**src/xpa_pkg.sv**
```systemverilog
// Purpose: shared constants and types for the external data pointer and access block
// Assumes: 8-bit special function register space, one system clock
// Notes:   every offset, field position and reset value lives here
package xpa_pkg;

  // register addresses in the special function space
  localparam logic [7:0] ADDR_PTR0_LOW   = 8'h82;
  localparam logic [7:0] ADDR_PTR0_HIGH  = 8'h83;
  localparam logic [7:0] ADDR_PTR1_LOW   = 8'h84;
  localparam logic [7:0] ADDR_PTR1_HIGH  = 8'h85;
  localparam logic [7:0] ADDR_PTR_SELECT = 8'h86;
  localparam logic [7:0] ADDR_CLK_STRETCH = 8'h8E;
  localparam logic [7:0] ADDR_PTR0_EXT   = 8'h93;
  localparam logic [7:0] ADDR_PTR1_EXT   = 8'h95;
  localparam logic [7:0] ADDR_IND_MIDDLE = 8'h9A;
  localparam logic [7:0] ADDR_ADDR_MODE  = 8'h9D;
  localparam logic [7:0] ADDR_RESERVED   = 8'hC6;
  localparam logic [7:0] ADDR_UNLOCK_KEY = 8'hC7;
  localparam logic [7:0] ADDR_WATCHDOG   = 8'hD8;
  localparam logic [7:0] ADDR_IND_UPPER  = 8'hEA;

  // unlock key values, written in this order
  localparam logic [7:0] UNLOCK_FIRST  = 8'hAA;
  localparam logic [7:0] UNLOCK_SECOND = 8'h55;

  // reset values
  localparam logic [7:0]  RST_BYTE      = 8'h00;
  localparam logic [15:0] RST_POINTER   = 16'h0000;
  localparam logic [7:0]  RST_CLK_STRETCH = 8'h03;

  // field positions of the pointer select register
  localparam int SEL_BIT  = 0;
  localparam int TOGGLE_EN_BIT = 5;
  localparam int DIR0_BIT = 6;
  localparam int DIR1_BIT = 7;
  // stretch field and address mode field
  localparam int STRETCH_W  = 3;
  localparam int AMODE_W    = 2;
  localparam int AMODE_FLAT = 1;

  // pointer-related instruction kinds reported by the core
  typedef enum logic [2:0] {
    XPA_OP_NONE     = 3'h0,
    XPA_OP_INC      = 3'h1,
    XPA_OP_LOAD     = 3'h2,
    XPA_OP_MOVC     = 3'h3,
    XPA_OP_JMP      = 3'h4,
    XPA_OP_MOVX_PTR = 3'h5,
    XPA_OP_MOVX_RI  = 3'h6,
    XPA_OP_OTHER    = 3'h7
  } xpa_op_kind_t;

  // unlock sequence states
  typedef enum logic [3:0] {
    XPA_LK_IDLE = 4'h1,
    XPA_LK_KEY1 = 4'h2,
    XPA_LK_KEY2 = 4'h4,
    XPA_LK_OPEN = 4'h8
  } xpa_lock_t;

  typedef struct packed {
    logic       wr;
    logic       direct;
    logic [7:0] addr;
    logic [7:0] wdata;
  } xpa_sfr_req_t;

  typedef struct packed {
    logic         done;
    xpa_op_kind_t kind;
  } xpa_op_t;

  typedef struct packed {
    logic       req;
    logic       write;
    logic       use_ri;
    logic [7:0] ri_value;
  } xpa_xmove_t;

endpackage

```
**src/xpa_core.sv**
```systemverilog
// Purpose: 24-bit external data address forming, dual data pointer, strobe
//          stretch control and timed-access protection
// Assumes: core reports each pointer instruction by a one-cycle done pulse and
//          register writes on the sfr request group; inputs synchronous to clk
// Notes:   register reads answer one clock after the address is presented
`timescale 1ns/100ps
module xpa_core (
  input  wire logic                  clk,
  input  wire logic                  rst,
  input  wire xpa_pkg::xpa_sfr_req_t sfr,
  output logic [7:0]                 sfr_rdata,
  input  wire xpa_pkg::xpa_op_t      op,
  input  wire logic [23:0]           load_value,
  input  wire xpa_pkg::xpa_xmove_t   xmove,
  output logic [23:0]                ext_data_address,
  output logic                       ext_read_strobe,
  output logic                       ext_write_strobe,
  output logic                       xmove_busy,
  output logic                       xmove_done,
  output logic [23:0]                active_pointer,
  output logic [1:0]                 address_mode,
  output logic                       protect_open
);
  import xpa_pkg::*;

  typedef struct packed {
    logic [15:0]          dp0;
    logic [15:0]          dp1;
    logic [7:0]           ext0;
    logic [7:0]           ext1;
    logic [7:0]           ind_hi;
    logic [7:0]           ind_mid;
    logic                 sel;
    logic                 tog_en;
    logic [1:0]           dir;
    logic [7:0]           clk_ctl;
    logic [AMODE_W-1:0]   amode;
    logic [7:0]           wdog;
    xpa_lock_t            lock;
    logic [23:0]          addr;
    logic [7:0]           rdata;
  } xpa_core_state_t;

  xpa_core_state_t s;
  xpa_core_state_t next_s;

  logic        wr_ok;
  logic        key_wr;
  logic        toggles;
  logic        move_start;
  logic        strobe_busy;
  logic [15:0] sel_ptr;
  logic [7:0]  sel_ext;
  logic [7:0]  rd_mux;

  assign sel_ptr = s.sel ? s.dp1 : s.dp0;
  assign sel_ext = s.sel ? s.ext1 : s.ext0;

  assign key_wr     = sfr.wr && (sfr.addr == ADDR_UNLOCK_KEY);
  assign move_start = xmove.req && !strobe_busy;
  assign wr_ok      = (s.lock == XPA_LK_OPEN) && sfr.direct;

  always_comb begin
    unique case (op.kind)
      XPA_OP_INC, XPA_OP_LOAD, XPA_OP_MOVC, XPA_OP_MOVX_PTR: toggles = 1'b1;
      default:                                               toggles = 1'b0;
    endcase
  end

  // read mux; protected registers read freely, reserved and unused bits as zero
  always_comb begin
    unique case (sfr.addr)
      ADDR_PTR0_LOW:    rd_mux = s.dp0[7:0];
      ADDR_PTR0_HIGH:   rd_mux = s.dp0[15:8];
      ADDR_PTR1_LOW:    rd_mux = s.dp1[7:0];
      ADDR_PTR1_HIGH:   rd_mux = s.dp1[15:8];
      ADDR_PTR_SELECT:  rd_mux = {s.dir, s.tog_en, 4'h0, s.sel};
      ADDR_CLK_STRETCH: rd_mux = s.clk_ctl;
      ADDR_PTR0_EXT:    rd_mux = s.ext0;
      ADDR_PTR1_EXT:    rd_mux = s.ext1;
      ADDR_IND_MIDDLE:  rd_mux = s.ind_mid;
      ADDR_IND_UPPER:   rd_mux = s.ind_hi;
      ADDR_ADDR_MODE:   rd_mux = {6'h00, s.amode};
      ADDR_WATCHDOG:    rd_mux = s.wdog;
      default:          rd_mux = 8'h00;
    endcase
  end

  // next state: register writes first, instruction effects override them
  always_comb begin
    next_s       = s;
    next_s.rdata = rd_mux;
    if (sfr.wr) begin
      unique case (sfr.addr)
        ADDR_PTR0_LOW:    next_s.dp0[7:0]  = sfr.wdata;
        ADDR_PTR0_HIGH:   next_s.dp0[15:8] = sfr.wdata;
        ADDR_PTR1_LOW:    next_s.dp1[7:0]  = sfr.wdata;
        ADDR_PTR1_HIGH:   next_s.dp1[15:8] = sfr.wdata;
        ADDR_PTR_SELECT: begin
          next_s.sel = sfr.wdata[SEL_BIT];
          next_s.tog_en = sfr.wdata[TOGGLE_EN_BIT];
          next_s.dir = {sfr.wdata[DIR1_BIT], sfr.wdata[DIR0_BIT]};
        end
        ADDR_CLK_STRETCH: next_s.clk_ctl = sfr.wdata;
        ADDR_PTR0_EXT:    next_s.ext0    = sfr.wdata;
        ADDR_PTR1_EXT:    next_s.ext1    = sfr.wdata;
        ADDR_IND_MIDDLE:  next_s.ind_mid = sfr.wdata;
        ADDR_IND_UPPER:   next_s.ind_hi  = sfr.wdata;
        ADDR_ADDR_MODE: begin
          if (wr_ok) begin
            next_s.amode = sfr.wdata[AMODE_W-1:0];
          end
        end
        ADDR_WATCHDOG: begin
          if (wr_ok) begin
            next_s.wdog = sfr.wdata;
          end
        end
        default: ;
      endcase
    end

    unique case (s.lock)
      XPA_LK_IDLE: begin
        if (key_wr && sfr.wdata == UNLOCK_FIRST) begin
          next_s.lock = XPA_LK_KEY1;
        end
      end
      XPA_LK_KEY1: begin
        if (key_wr) begin
          if (sfr.wdata == UNLOCK_SECOND) begin
            next_s.lock = op.done ? XPA_LK_OPEN : XPA_LK_KEY2;
          end else if (sfr.wdata != UNLOCK_FIRST) begin
            next_s.lock = XPA_LK_IDLE;
          end
        end
      end
      // second key written, waiting for that instruction to end
      XPA_LK_KEY2: begin
        if (op.done) begin
          next_s.lock = XPA_LK_OPEN;
        end
      end
      XPA_LK_OPEN: begin
        if (op.done) begin
          next_s.lock = XPA_LK_IDLE;
        end
      end
      default: next_s.lock = XPA_LK_IDLE;
    endcase

    if (move_start && !xmove.use_ri) begin
      next_s.addr = {sel_ext, sel_ptr};
    end
    if (move_start && xmove.use_ri) begin
      next_s.addr = {s.ind_hi, s.ind_mid, xmove.ri_value};
    end

    if (op.done) begin
      if (op.kind == XPA_OP_INC) begin
        if (!s.sel) begin
          next_s.dp0 = s.dir[0] ? s.dp0 - 16'h0001 : s.dp0 + 16'h0001;
        end else begin
          next_s.dp1 = s.dir[1] ? s.dp1 - 16'h0001 : s.dp1 + 16'h0001;
        end
      end
      if (op.kind == XPA_OP_LOAD) begin
        if (!s.sel) begin
          next_s.dp0 = load_value[15:0];
        end else begin
          next_s.dp1 = load_value[15:0];
        end
        // 24-bit load also fills the extension in flat mode
        if (s.amode[AMODE_FLAT] && !s.sel) begin
          next_s.ext0 = load_value[23:16];
        end
        if (s.amode[AMODE_FLAT] && s.sel) begin
          next_s.ext1 = load_value[23:16];
        end
      end
      if (s.tog_en && toggles) begin
        next_s.sel = ~s.sel;
      end
    end
  end

  always_ff @(posedge clk) begin
    if (rst) begin
      s         <= '0;
      s.dp0     <= RST_POINTER;
      s.dp1     <= RST_POINTER;
      s.clk_ctl <= RST_CLK_STRETCH;
      s.wdog    <= RST_BYTE;
      s.lock    <= XPA_LK_IDLE;
    end else begin
      s <= next_s;
    end
  end

  xpa_strobe #(
    .STRETCH_W (STRETCH_W)
  ) u_strobe (
    .clk       (clk),
    .rst       (rst),
    .start     (move_start),
    .write     (xmove.write),
    .width     (s.clk_ctl[STRETCH_W-1:0]),
    .rd_strobe (ext_read_strobe),
    .wr_strobe (ext_write_strobe),
    .busy      (strobe_busy),
    .done      (xmove_done)
  );

  assign ext_data_address = s.addr;
  assign xmove_busy       = strobe_busy;
  assign active_pointer   = {sel_ext, sel_ptr};
  assign address_mode     = s.amode;
  assign protect_open     = (s.lock == XPA_LK_OPEN);
  assign sfr_rdata        = s.rdata;
endmodule

```
**src/xpa_strobe.sv**
```systemverilog
// Purpose: stretched read or write strobe for one external data move
// Assumes: start is a one-cycle pulse, ignored while busy
// Notes:   width is latched at start so a later stretch change hits the next move
`timescale 1ns/100ps
module xpa_strobe #(
  parameter int STRETCH_W = 3
) (
  input  wire logic                 clk,
  input  wire logic                 rst,
  input  wire logic                 start,
  input  wire logic                 write,
  input  wire logic [STRETCH_W-1:0] width,
  output logic                      rd_strobe,
  output logic                      wr_strobe,
  output logic                      busy,
  output logic                      done
);
  import xpa_pkg::*;

  typedef struct packed {
    logic                 busy;
    logic                 write;
    logic [STRETCH_W-1:0] cnt;
  } xpa_strobe_state_t;

  xpa_strobe_state_t s;
  xpa_strobe_state_t next_s;

  // strobe lasts width plus one clocks, counted down to zero
  always_comb begin
    next_s = s;
    if (!s.busy && start) begin
      next_s.busy  = 1'b1;
      next_s.write = write;
      next_s.cnt   = width;
    end else if (s.busy) begin
      if (s.cnt == '0) begin
        next_s.busy = 1'b0;
      end else begin
        next_s.cnt = s.cnt - 1'b1;
      end
    end
  end

  always_ff @(posedge clk) begin
    if (rst) begin
      s <= '0;
    end else begin
      s <= next_s;
    end
  end

  // strobes exist only inside a move
  assign rd_strobe = s.busy & ~s.write;
  assign wr_strobe = s.busy & s.write;
  assign busy      = s.busy;
  assign done      = s.busy && (s.cnt == '0);

  // helper: count strobe cycles of each move
  logic [STRETCH_W:0]   hi_cnt;
  logic [STRETCH_W-1:0] w_latched;
  always_ff @(posedge clk) begin
    if (rst) begin
      hi_cnt    <= '0;
      w_latched <= '0;
    end else if (!s.busy && start) begin
      hi_cnt    <= '0;
      w_latched <= width;
    end else if (s.busy) begin
      hi_cnt <= hi_cnt + 1'b1;
    end
  end
endmodule

```
**config.mk**
```make
export PLATFORM = sky130hd
export DESIGN_NAME = xpa_core
export DESIGN_NICKNAME = d
export VERILOG_FILES = /design/src/xpa_pkg.sv /design/src/xpa_core.sv /design/src/xpa_strobe.sv
export SDC_FILE = /design/constraint.sdc
export NUM_CORES = 1
export LEC_CHECK = 0
export BUFFER_PORTS_ARGS = -buffer_cell sky130_fd_sc_hd__buf_2
export CORE_AREA = 8 8 150 152
export DETAILED_ROUTE_END_ITERATION = 10
export DIE_AREA = 0 0 158 160
export PLACE_DENSITY = 0.72
export SYNTH_ARGS = -nofsm -noshare
export SYNTH_HDL_FRONTEND = slang
export SYNTH_SLANG_ARGS = --single-unit
```
**constraint.sdc**
```tcl
create_clock -name clk -period 4.6 [get_ports clk]
set_input_delay 0.46 -clock clk [delete_from_list [all_inputs] [get_ports clk]]
set_output_delay 0.46 -clock clk [all_outputs]
set_load 0.01 [all_outputs]
```
Yosys cells after proc, flatten, opt, wreduce, memory -nomap -nowiden. Index checks and enable logic that the tools add are counted.

Bits in writable memories: 0. Logic and storage cells: 131. Register bits: 127. Bits of input ports: 59. ROM bits: 0. Memories kept: 0. Output and inout bits: 63. Latch bits: 0.

Mux-type cells: 48. Eq/ne operators: 30. $lt $le $gt $ge: 0. $add $sub $neg: 5. Shift operators: 0. Reduce and logical (&&, ||, !) cells: 26. Bitwise operators: 4. $mul: 0. Div/mod/pow operators: 0.

Operators by type and width (count): == test 8 bit, second input constant (14); two-way mux 16 bit (7); two-way mux 8 bit (14); two-way mux 48 bit (2); one-hot mux 8 bit (12 select lines) (1); two-way mux 86 bit (1); two-way mux 24 bit (2); adder 16 x 1 -> 16 bit, second input constant (2); two-way mux 32 bit (1); two-way mux 4 bit (8); subtractor 16 x 1 -> 16 bit, second input constant (2); one-hot mux 4 bit (4 select lines) (1); logical AND 1 bit (11); != test 2 bit, second input constant (5); AND reduction 2 bit (5); two-way mux 3 bit (3); == test 8 x 7 -> 1 bit, second input constant (1); != test 8 bit, second input constant (1); == test 3 x 2 -> 1 bit, second input constant (2); two-way mux 1 bit (6); AND reduction 3 bit (2); AND reduction 5 bit (1); == test 4 x 1 -> 1 bit, second input constant (1); == test 4 x 2 -> 1 bit, second input constant (1); 13 further kinds (19).

Logic depth before layout (Yosys ltp). Gate-level depths: netlist of the first run.

Depth after elaboration: 10. Mapped depth: 9. Mapped depth without buffers: 7.

Cells and area by module. Synthesis of the first run repeated with hierarchy kept, for this count alone.

Cells, all modules: 1102. Area, all modules: 8871.0 sq um.

By module, submodules not included: xpa_core (sequential area each 2442.3 sq um, area an instance 8573.2 sq um, instances 1, cells an instance 1069); xpa_strobe (sequential area each 100.1 sq um, area an instance 297.8 sq um, instances 1, cells an instance 33).

Least setup slack after synthesis of the first run. No wires, ideal clock.

Kind: reg-to-reg. From: reg s[54] in the netlist's numbering. To: reg s[117] in the netlist's numbering. Path slack: 2187 ps. Period minus slack after synthesis: 2413 ps. Required time: 4478 ps. Cell stages (with the launch flop): 8. Data arrival time: 2291 ps. Buffers on the path: 0. Library setup time: 122 ps. Cells stage by stage: dfxtp_1 -> ha_1 -> a21o_1 -> and4_1 -> o2111a_1 -> o211a_1 -> o21a_1 -> a221o_1.

Longest elaborated chain between the ends: 6.

Ends and longest elaborated chain: start: declaration (RTL line xpa_core.sv:44) `xpa_core_state_t s;`; start signal: assignment (RTL line xpa_core.sv:196) `s <= next_s;`; two-way mux 16 bit * (RTL line xpa_core.sv:162) `next_s.dp0 = s.dir[0] ? s.dp0 - 16'h0001 : s.dp0 + 16'h0001;`; two-way mux 16 bit * (RTL line xpa_core.sv:161) `if (!s.sel) begin`; two-way mux 32 bit * (RTL line xpa_core.sv:160) `if (op.kind == XPA_OP_INC) begin`; two-way mux 16 bit (RTL line xpa_core.sv:168) `if (!s.sel) begin`; two-way mux 48 bit * (RTL line xpa_core.sv:167) `if (op.kind == XPA_OP_LOAD) begin`; two-way mux 48 bit * (RTL line xpa_core.sv:159) `if (op.done) begin`.

Mark *: on every way between the ends. The rest lies on a longest branch, timed or not. A chain may end at the register's enable or synchronous reset.

Final worst setup path of the first run.
From: reg s[54] in the netlist's numbering. To: reg s[118] in the netlist's numbering.

The elaborated chain is that of the path after synthesis.

==> results of run 1 <==
## cell type report
class	count	share of cell area
timing repair buffer	128	0.0672
clock buffer	21	0.0468
clock inverter	10	0.00916
tap	270	0.0344
multi-input combinational	830	0.579
sequential	127	0.259
inverter	14	0.00534
## worst max-delay path by stage
stage / to / slack (ps) / depth (start not counted)
floorplan: s[117] / 2190 / 7
global placement: s[103] / 1820 / 6
detailed placement: s[118] / 1690 / 7
CTS: s[118] / 1680 / 7
global route: s[118] / 1530 / 7
finish: s[118] / 1650 / 7
## tightest hold or removal path, stage by stage
cell	delay, ps
buf_2	90
nand2_1	50
a21oi_1	50
## state kept, by name, summed over array words and instances (netlist names)
name	cells
s	88
ext_data_address	24
sfr_rdata	8
u_strobe.s	4
address_mode	2
u_strobe.busy	1
## cells by family (layout without fill, tap and decap cells)
logic type,count (synthesis),count (layout)
buffers and inverters,117,173
adder cells (fa/ha/maj),32,32
XOR/XNOR,17,17
AO/OA/AOI/OAI,324,324
AND/OR/NAND/NOR,366,366
multiplexers,91,91
flip-flops,127,127
## metal layers
metal,global-route usage,share of wire,vias up
met1,0.315,0.41,4112
li1,-,-,4053
met2,0.345,0.42,554
met5,0,0.00029,-
met3,0.0632,0.12,103
met4,0.117,0.046,2
## cells in the final DEF (no fill, tap or decap), types with 24 or more instances in the layout
| master | n |
|---|---|
| nand2_1 | 107 |
| buf_2 | 120 |
| o211ai_1 | 27 |
| ha_1 | 30 |
| mux2_2 | 24 |
| nand3_1 | 42 |
| nand2b_1 | 30 |
| a21oi_1 | 97 |
| mux2i_1 | 64 |
| dfxtp_1 | 127 |
| nor2_1 | 86 |
## power breakdown
| group | total, W | switching, W | internal [W] |
|---|---|---|---|
| clock network | 0.00129 | 0.000526 | 0.000765 |
| logic | 0.000369 | 0.000236 | 0.000133 |
| registers | 0.00117 | 0.0000406 | 0.00113 |
## through the flow
step	setup slack, ps	cell area, sq um
2_1_floorplan	2190	8830
3_3_place_gp	1820	9280
3_5_place_dp	1690	9280
4_1_cts	1680	9830
5_1_grt	1530	9830
6_report	1650	9830
==> reports/results.txt, run 1 <==
Antenna-violating nets left: 0
Critical path endpoint category: flip-flop
Final hold slack: 273 ps
FF+latch area: 0.00254 sq mm
Avg WL per Cell: 22.0 um
Adder-Cell Fraction of Synth Area: 0.0470
Final nets: 1209
Placer Congestion: 0.970
H-tree Lvls: 4
Hold_buf cts: 0
Fin crit period: 2950 ps
Max_cap viols: 0
Row count: 52
Hpwl dp: 22200 um
Routed wire length: 30800 um
Worst Min Path Start: xmove[9]
Period utilisation layout: 0.641
Critical path launch point: s[54]
R2r worst-path depth: 7
Share of Yosys cell area claimed by the top area cell type: 0.288
Syn Inst Count: 1074
Largest net degree at the start of global routing: 68
Final setup TNS: 0 ps
Vias per cell: 6.30
Most frequent CP cell: a211oi_1
Vias in the first global route: 8231
Worst-path clk slew: 60 ps
Unrepaired setup endpoints after global routing: false
DRT Pass-1 Iters: 7
Layout cells sized above 1: 0.179
Final Util: 0.491
I/O pin count: 122
Count leader, synth: dfxtp_1
CTS max path bufs: 2
Area leader, netlist: dfxtp_1
FMAX: 0.339 GHz
TritonCTS clock tree: built
Area growth from synthesis to layout: 11.4%
Initial Util: 0.441
PwrDens: 288 mW/mm^2
Crit path required time: 4870 ps
GRT overflow: 0
Clock insertion delay at the later pin of the skew report: 430 ps
Post-synth cell types: 83
Crit start category: flip-flop
Cells after DPL: 1369
# Post-CTS Setup Buffers: 0
Non-filler cells, final: 1400
XOR/XNOR share of the synthesized area: 0.0169
Rel. slew slack: 0.232
GRT Overall Usage: 0.237
Syn Area/Cell: 8.22 sq um
Finish-stage setup viols: 0
Die width: 158 um
Min-Delay Endpoint: u_strobe.s[3]
Detailed-route via count: 8824
Seq cells post-synth: 127
Pleak: 4.34 nW
Clock skew: 9.12 ps
Initial drt markers: 851
Initial antenna violation count: 1
Mux cell area share after synthesis: 0.108
Clk sink count: 127
Number of synthesized flops with an enable pin: 0
Post-synthesis sequential area ratio: 0.288
Die area: 0.0253 sq mm
Crit path largest cell delay: 890 ps
Yosys Warn Count: 0
Slew Viols, Final: 0
Hold path cells: 3
Inserted Clock Buffers: 17
Reg-to-reg slack, setup: 1650 ps
Worst-margin pin slew: 1150 ps
Final Hold Vio Count: 0
Synth Area in Compound Gates: 0.256
Root Buffer: clkbuf_16
Diodes inserted: 0
Critical path's slowest cell: dfxtp_1
Pwr Total: 0.00283 W
Main combinational cell family by area after synthesis: compound AO/OA/AOI/OAI gates
Core area: 0.0200 sq mm
Critical R2R Launch: s[54]
Worst VDD drop: 0.199 mV
Top_reg_cell synth: dfxtp_1
I/O Buffers: 121
Fill count: 1944
Synth top area cells: dfxtp_1, mux2i_1, a21oi_1
RR Endpoint: s[118]
Top cells by count, synth: dfxtp_1, nand2_1, a21oi_1
First-pass GRT wire length: 46900 um
Cell Area, Synth: 0.00883 sq mm
Crit-path cells: ha_1, a21oi_1, o22ai_1, o31ai_1, mux2i_1, a211oi_1, a211oi_1
Critical path arrival: 3220 ps
Post-CTS Resized: 0
# DRC: 0
Post-synthesis simple-gate area fraction: 0.216
Net count after synthesis: 1165
Hold WC Path Type: primary input to flip-flop
Buffers & Inverters on Critical Path: 0
Family with the most delay on the worst path: compound AO/OA/AOI/OAI gates
CP Class: flip-flop to flip-flop
Area of the multi-input gates: 0.00569 sq mm
Die Span Y: 160 um
CP Max Fanout: 18
Status: completed
Synth async-reset ratio: 0
Note: power is estimated with default switching activity, not from simulation.
==> inputs of run 2 (changes only) <==
- clock period: 4.6 -> 2.89 ns (I/O delays scaled with it)
==> run 2 against run 1 <==
Core utilization rose by 1.0 points. Via count rose by 0.63%. Clock skew fell by 1.8 ps. Clock-buffer cell count rose by 2. Non-clock buffer count rose by 21. Sequential cell count did not move. Die area did not move. Design area rose by 2.0%. Setup slack got worse by 1200 ps. Combinational power rose by 61%. Largest cell class unchanged.
==> reports/results.txt, run 2 (same netlist as run 1, synthesis figures left out) <==
CP Class: flip-flop to flip-flop
Post-Layout Inst Area: 0.0100 sq mm (+2.0%)
CP Max Fanout: 13 (-5)
Most flops, register: s
Clk sink count: 127 (unchanged)
Routed wire length: 30800 um (-0.20%)
Pleak: 4.46 nW (+2.7%)
Worst-margin pin slew: 769 ps (-378 ps)
Family with the most delay on the worst path: compound AO/OA/AOI/OAI gates
Vias per cell: 6.24 (-0.92%)
Cells after DPL: 1390 (+1.5%)
Critical path arrival: 2770 ps (-450 ps)
FMAX: 0.406 GHz (+20%)
Fin crit period: 2460 ps (-485 ps)
Finish-stage setup viols: 0 (unchanged)
Diodes inserted: 0 (unchanged)
Period utilisation layout: 0.853 (+0.212)
M3 GR Usage: 0.0486 (-0.0146)
Commonest non-fill, non-tap cell in the layout: dfxtp_1
Clock insertion delay at the later pin of the skew report: 430 ps (about the same)
Status: completed
FF+latch area: 0.00254 sq mm (unchanged)
Most frequent cells in the layout: dfxtp_1, buf_2, nand2_1, a21oi_1, nor2_1
Clock skew: 7.36 ps (-1.76 ps)
# DRC: 0 (unchanged)
Max reg flops: 88 (unchanged)
Post-CTS Resized: 0 (unchanged)
# Post-CTS Setup Buffers: 0 (unchanged)
Critical path's slowest cell: dfxtp_1
Root Buffer: clkbuf_16
Slew Viols, Final: 0 (unchanged)
Fill count: 1911 (-1.7%)
Crit path largest cell delay: 630 ps (-260 ps)
Placement Setup Slack: 477 ps (-1220 ps)
Worst-path clk slew: 60 ps (about the same)
Non-filler cells, final: 1422 (+1.6%)
Buffers & Inverters on Critical Path: 0 (unchanged)
Avg WL per Cell: 21.6 um (-1.7%)
Global-route met2 utilization: 0.356 (+0.0110)
Initial Util: 0.441 (unchanged)
Antenna-violating nets left: 0 (unchanged)
Row count: 52 (unchanged)
Final nets: 1230 (+1.7%)
H-tree Lvls: 4 (unchanged)
Crit start category: flip-flop
GRT Overall Usage: 0.239 (+0.00229)
Critical path endpoint category: flip-flop
Core area: 0.0200 sq mm (unchanged)
Worst VDD drop: 0.318 mV (+60%)
Hold_buf cts: 0 (unchanged)
Area growth from synthesis to layout: 13.6%
I/O Buffers: 121 (unchanged)
Hold WC Path Type: primary input to flip-flop
Unrepaired setup endpoints after global routing: false
Rel. slew slack: 0.487 (+0.256)
Area of the multi-input gates: 0.00569 sq mm (unchanged)
Crit-path cells: ha_1, a21o_1, a221oi_2, o21ai_1, a311oi_1, xor2_1, o21ai_0
I/O pin count: 122 (unchanged)
Initial drt markers: 1227 (+44%)
Initial antenna violation count: 0 (-1)
First-pass GRT wire length: 47200 um (+0.56%)
Met1 usage: 0.324 (+0.00935)
Layout cells sized above 1: 0.192 (+0.0131)
Die Span Y: 160 um (unchanged)
Crit path required time: 3200 ps (-1670 ps)
Detailed-route via count: 8880 (+0.63%)
Die width: 158 um (unchanged)
Placer Congestion: 1.01 (+4.1%)
Layer with the highest usage: met2
Setup WS post-layout: 425 ps (-1220 ps)
Final Hold Vio Count: 0 (unchanged)
GRT overflow: 0 (unchanged)
Final setup TNS: 0 ps (unchanged)
Inserted Clock Buffers: 17 (unchanged)
Vias in the first global route: 8145 (-1.0%)
Hpwl dp: 22400 um (+1.2%)
Max_cap viols: 0 (unchanged)
Placed Area: 0.00944 sq mm (+1.7%)
TritonCTS clock tree: built
DRT Pass-1 Iters: 6 (-1)
Largest net degree at the start of global routing: 58 (-15%)
CTS max path bufs: 2 (unchanged)
PwrDens: 465 mW/mm^2 (+61%)
Die area: 0.0253 sq mm (unchanged)
-- run 2: cell count changes in the layout (fill, tap and decap cells not counted) --
cell       before  now
clkinv_2        4    1
clkbuf_1        2    5
bufinv_16       1    3
buf_4           8   29
clkbuf_8        2    1
-- run 2: worst paths after layout --
check / start / end / slack, ps / cells after the start
min: xmove[9] / u_strobe.s[3] / 100 / 3
max reg2reg: s[55] / s[104] / 430 / 7
max: s[55] / s[104] / 430 / 7
min reg2reg: ext_data_address[16] / ext_data_address[16] / 450 / 2
-- run 2: per-layer routing --
layer  vias to the layer above  routed length (um)
met5                         -                   0
met4                         0                1340
met3                       101                3190
met2                       541               13200
met1                      4128               13100
li1                       4110                   -
-- run 2: worst reg2reg max path, cell delays in order (launching register included) --
cell and delay (ps):
dfxtp_1 630, ha_1 380, a21o_1 210, a221oi_2 310
o21ai_1 170, a311oi_1 360, xor2_1 190, o21ai_0 100
-- run 2: cell type report --
cell class / instances / area share
multi-input cells: 830 / 0.567
flip-flops and latches: 127 / 0.253
repair buffers: 149 / 0.0816
clock buffers: 23 / 0.0456
well taps: 270 / 0.0337
clock inverters: 9 / 0.0135
inverters: 14 / 0.00524
-- run 2: where the power goes --
part | switching [W] | internal (W) | total [W] | leakage (nW)
clock | 0.000825 | 0.00138 | 0.00220 | 0.278
combinational | 0.000373 | 0.000221 | 0.000594 | 3.15
sequential | 0.0000609 | 0.00180 | 0.00186 | 1.03
total | 0.00126 | 0.00340 | 0.00466 | 4.46
-- run 2: per-stage QoR --
step / total power (W) / util / hold WS (ps)
after floorplan: 0.00229 / - / 405
after global placement: 0.00248 / 0.471 / 437
after detailed placement: 0.00248 / 0.471 / 442
after CTS: 0.00467 / 0.501 / 91.1
after global routing: 0.00482 / 0.501 / 117
final: 0.00466 / 0.501 / 98.9
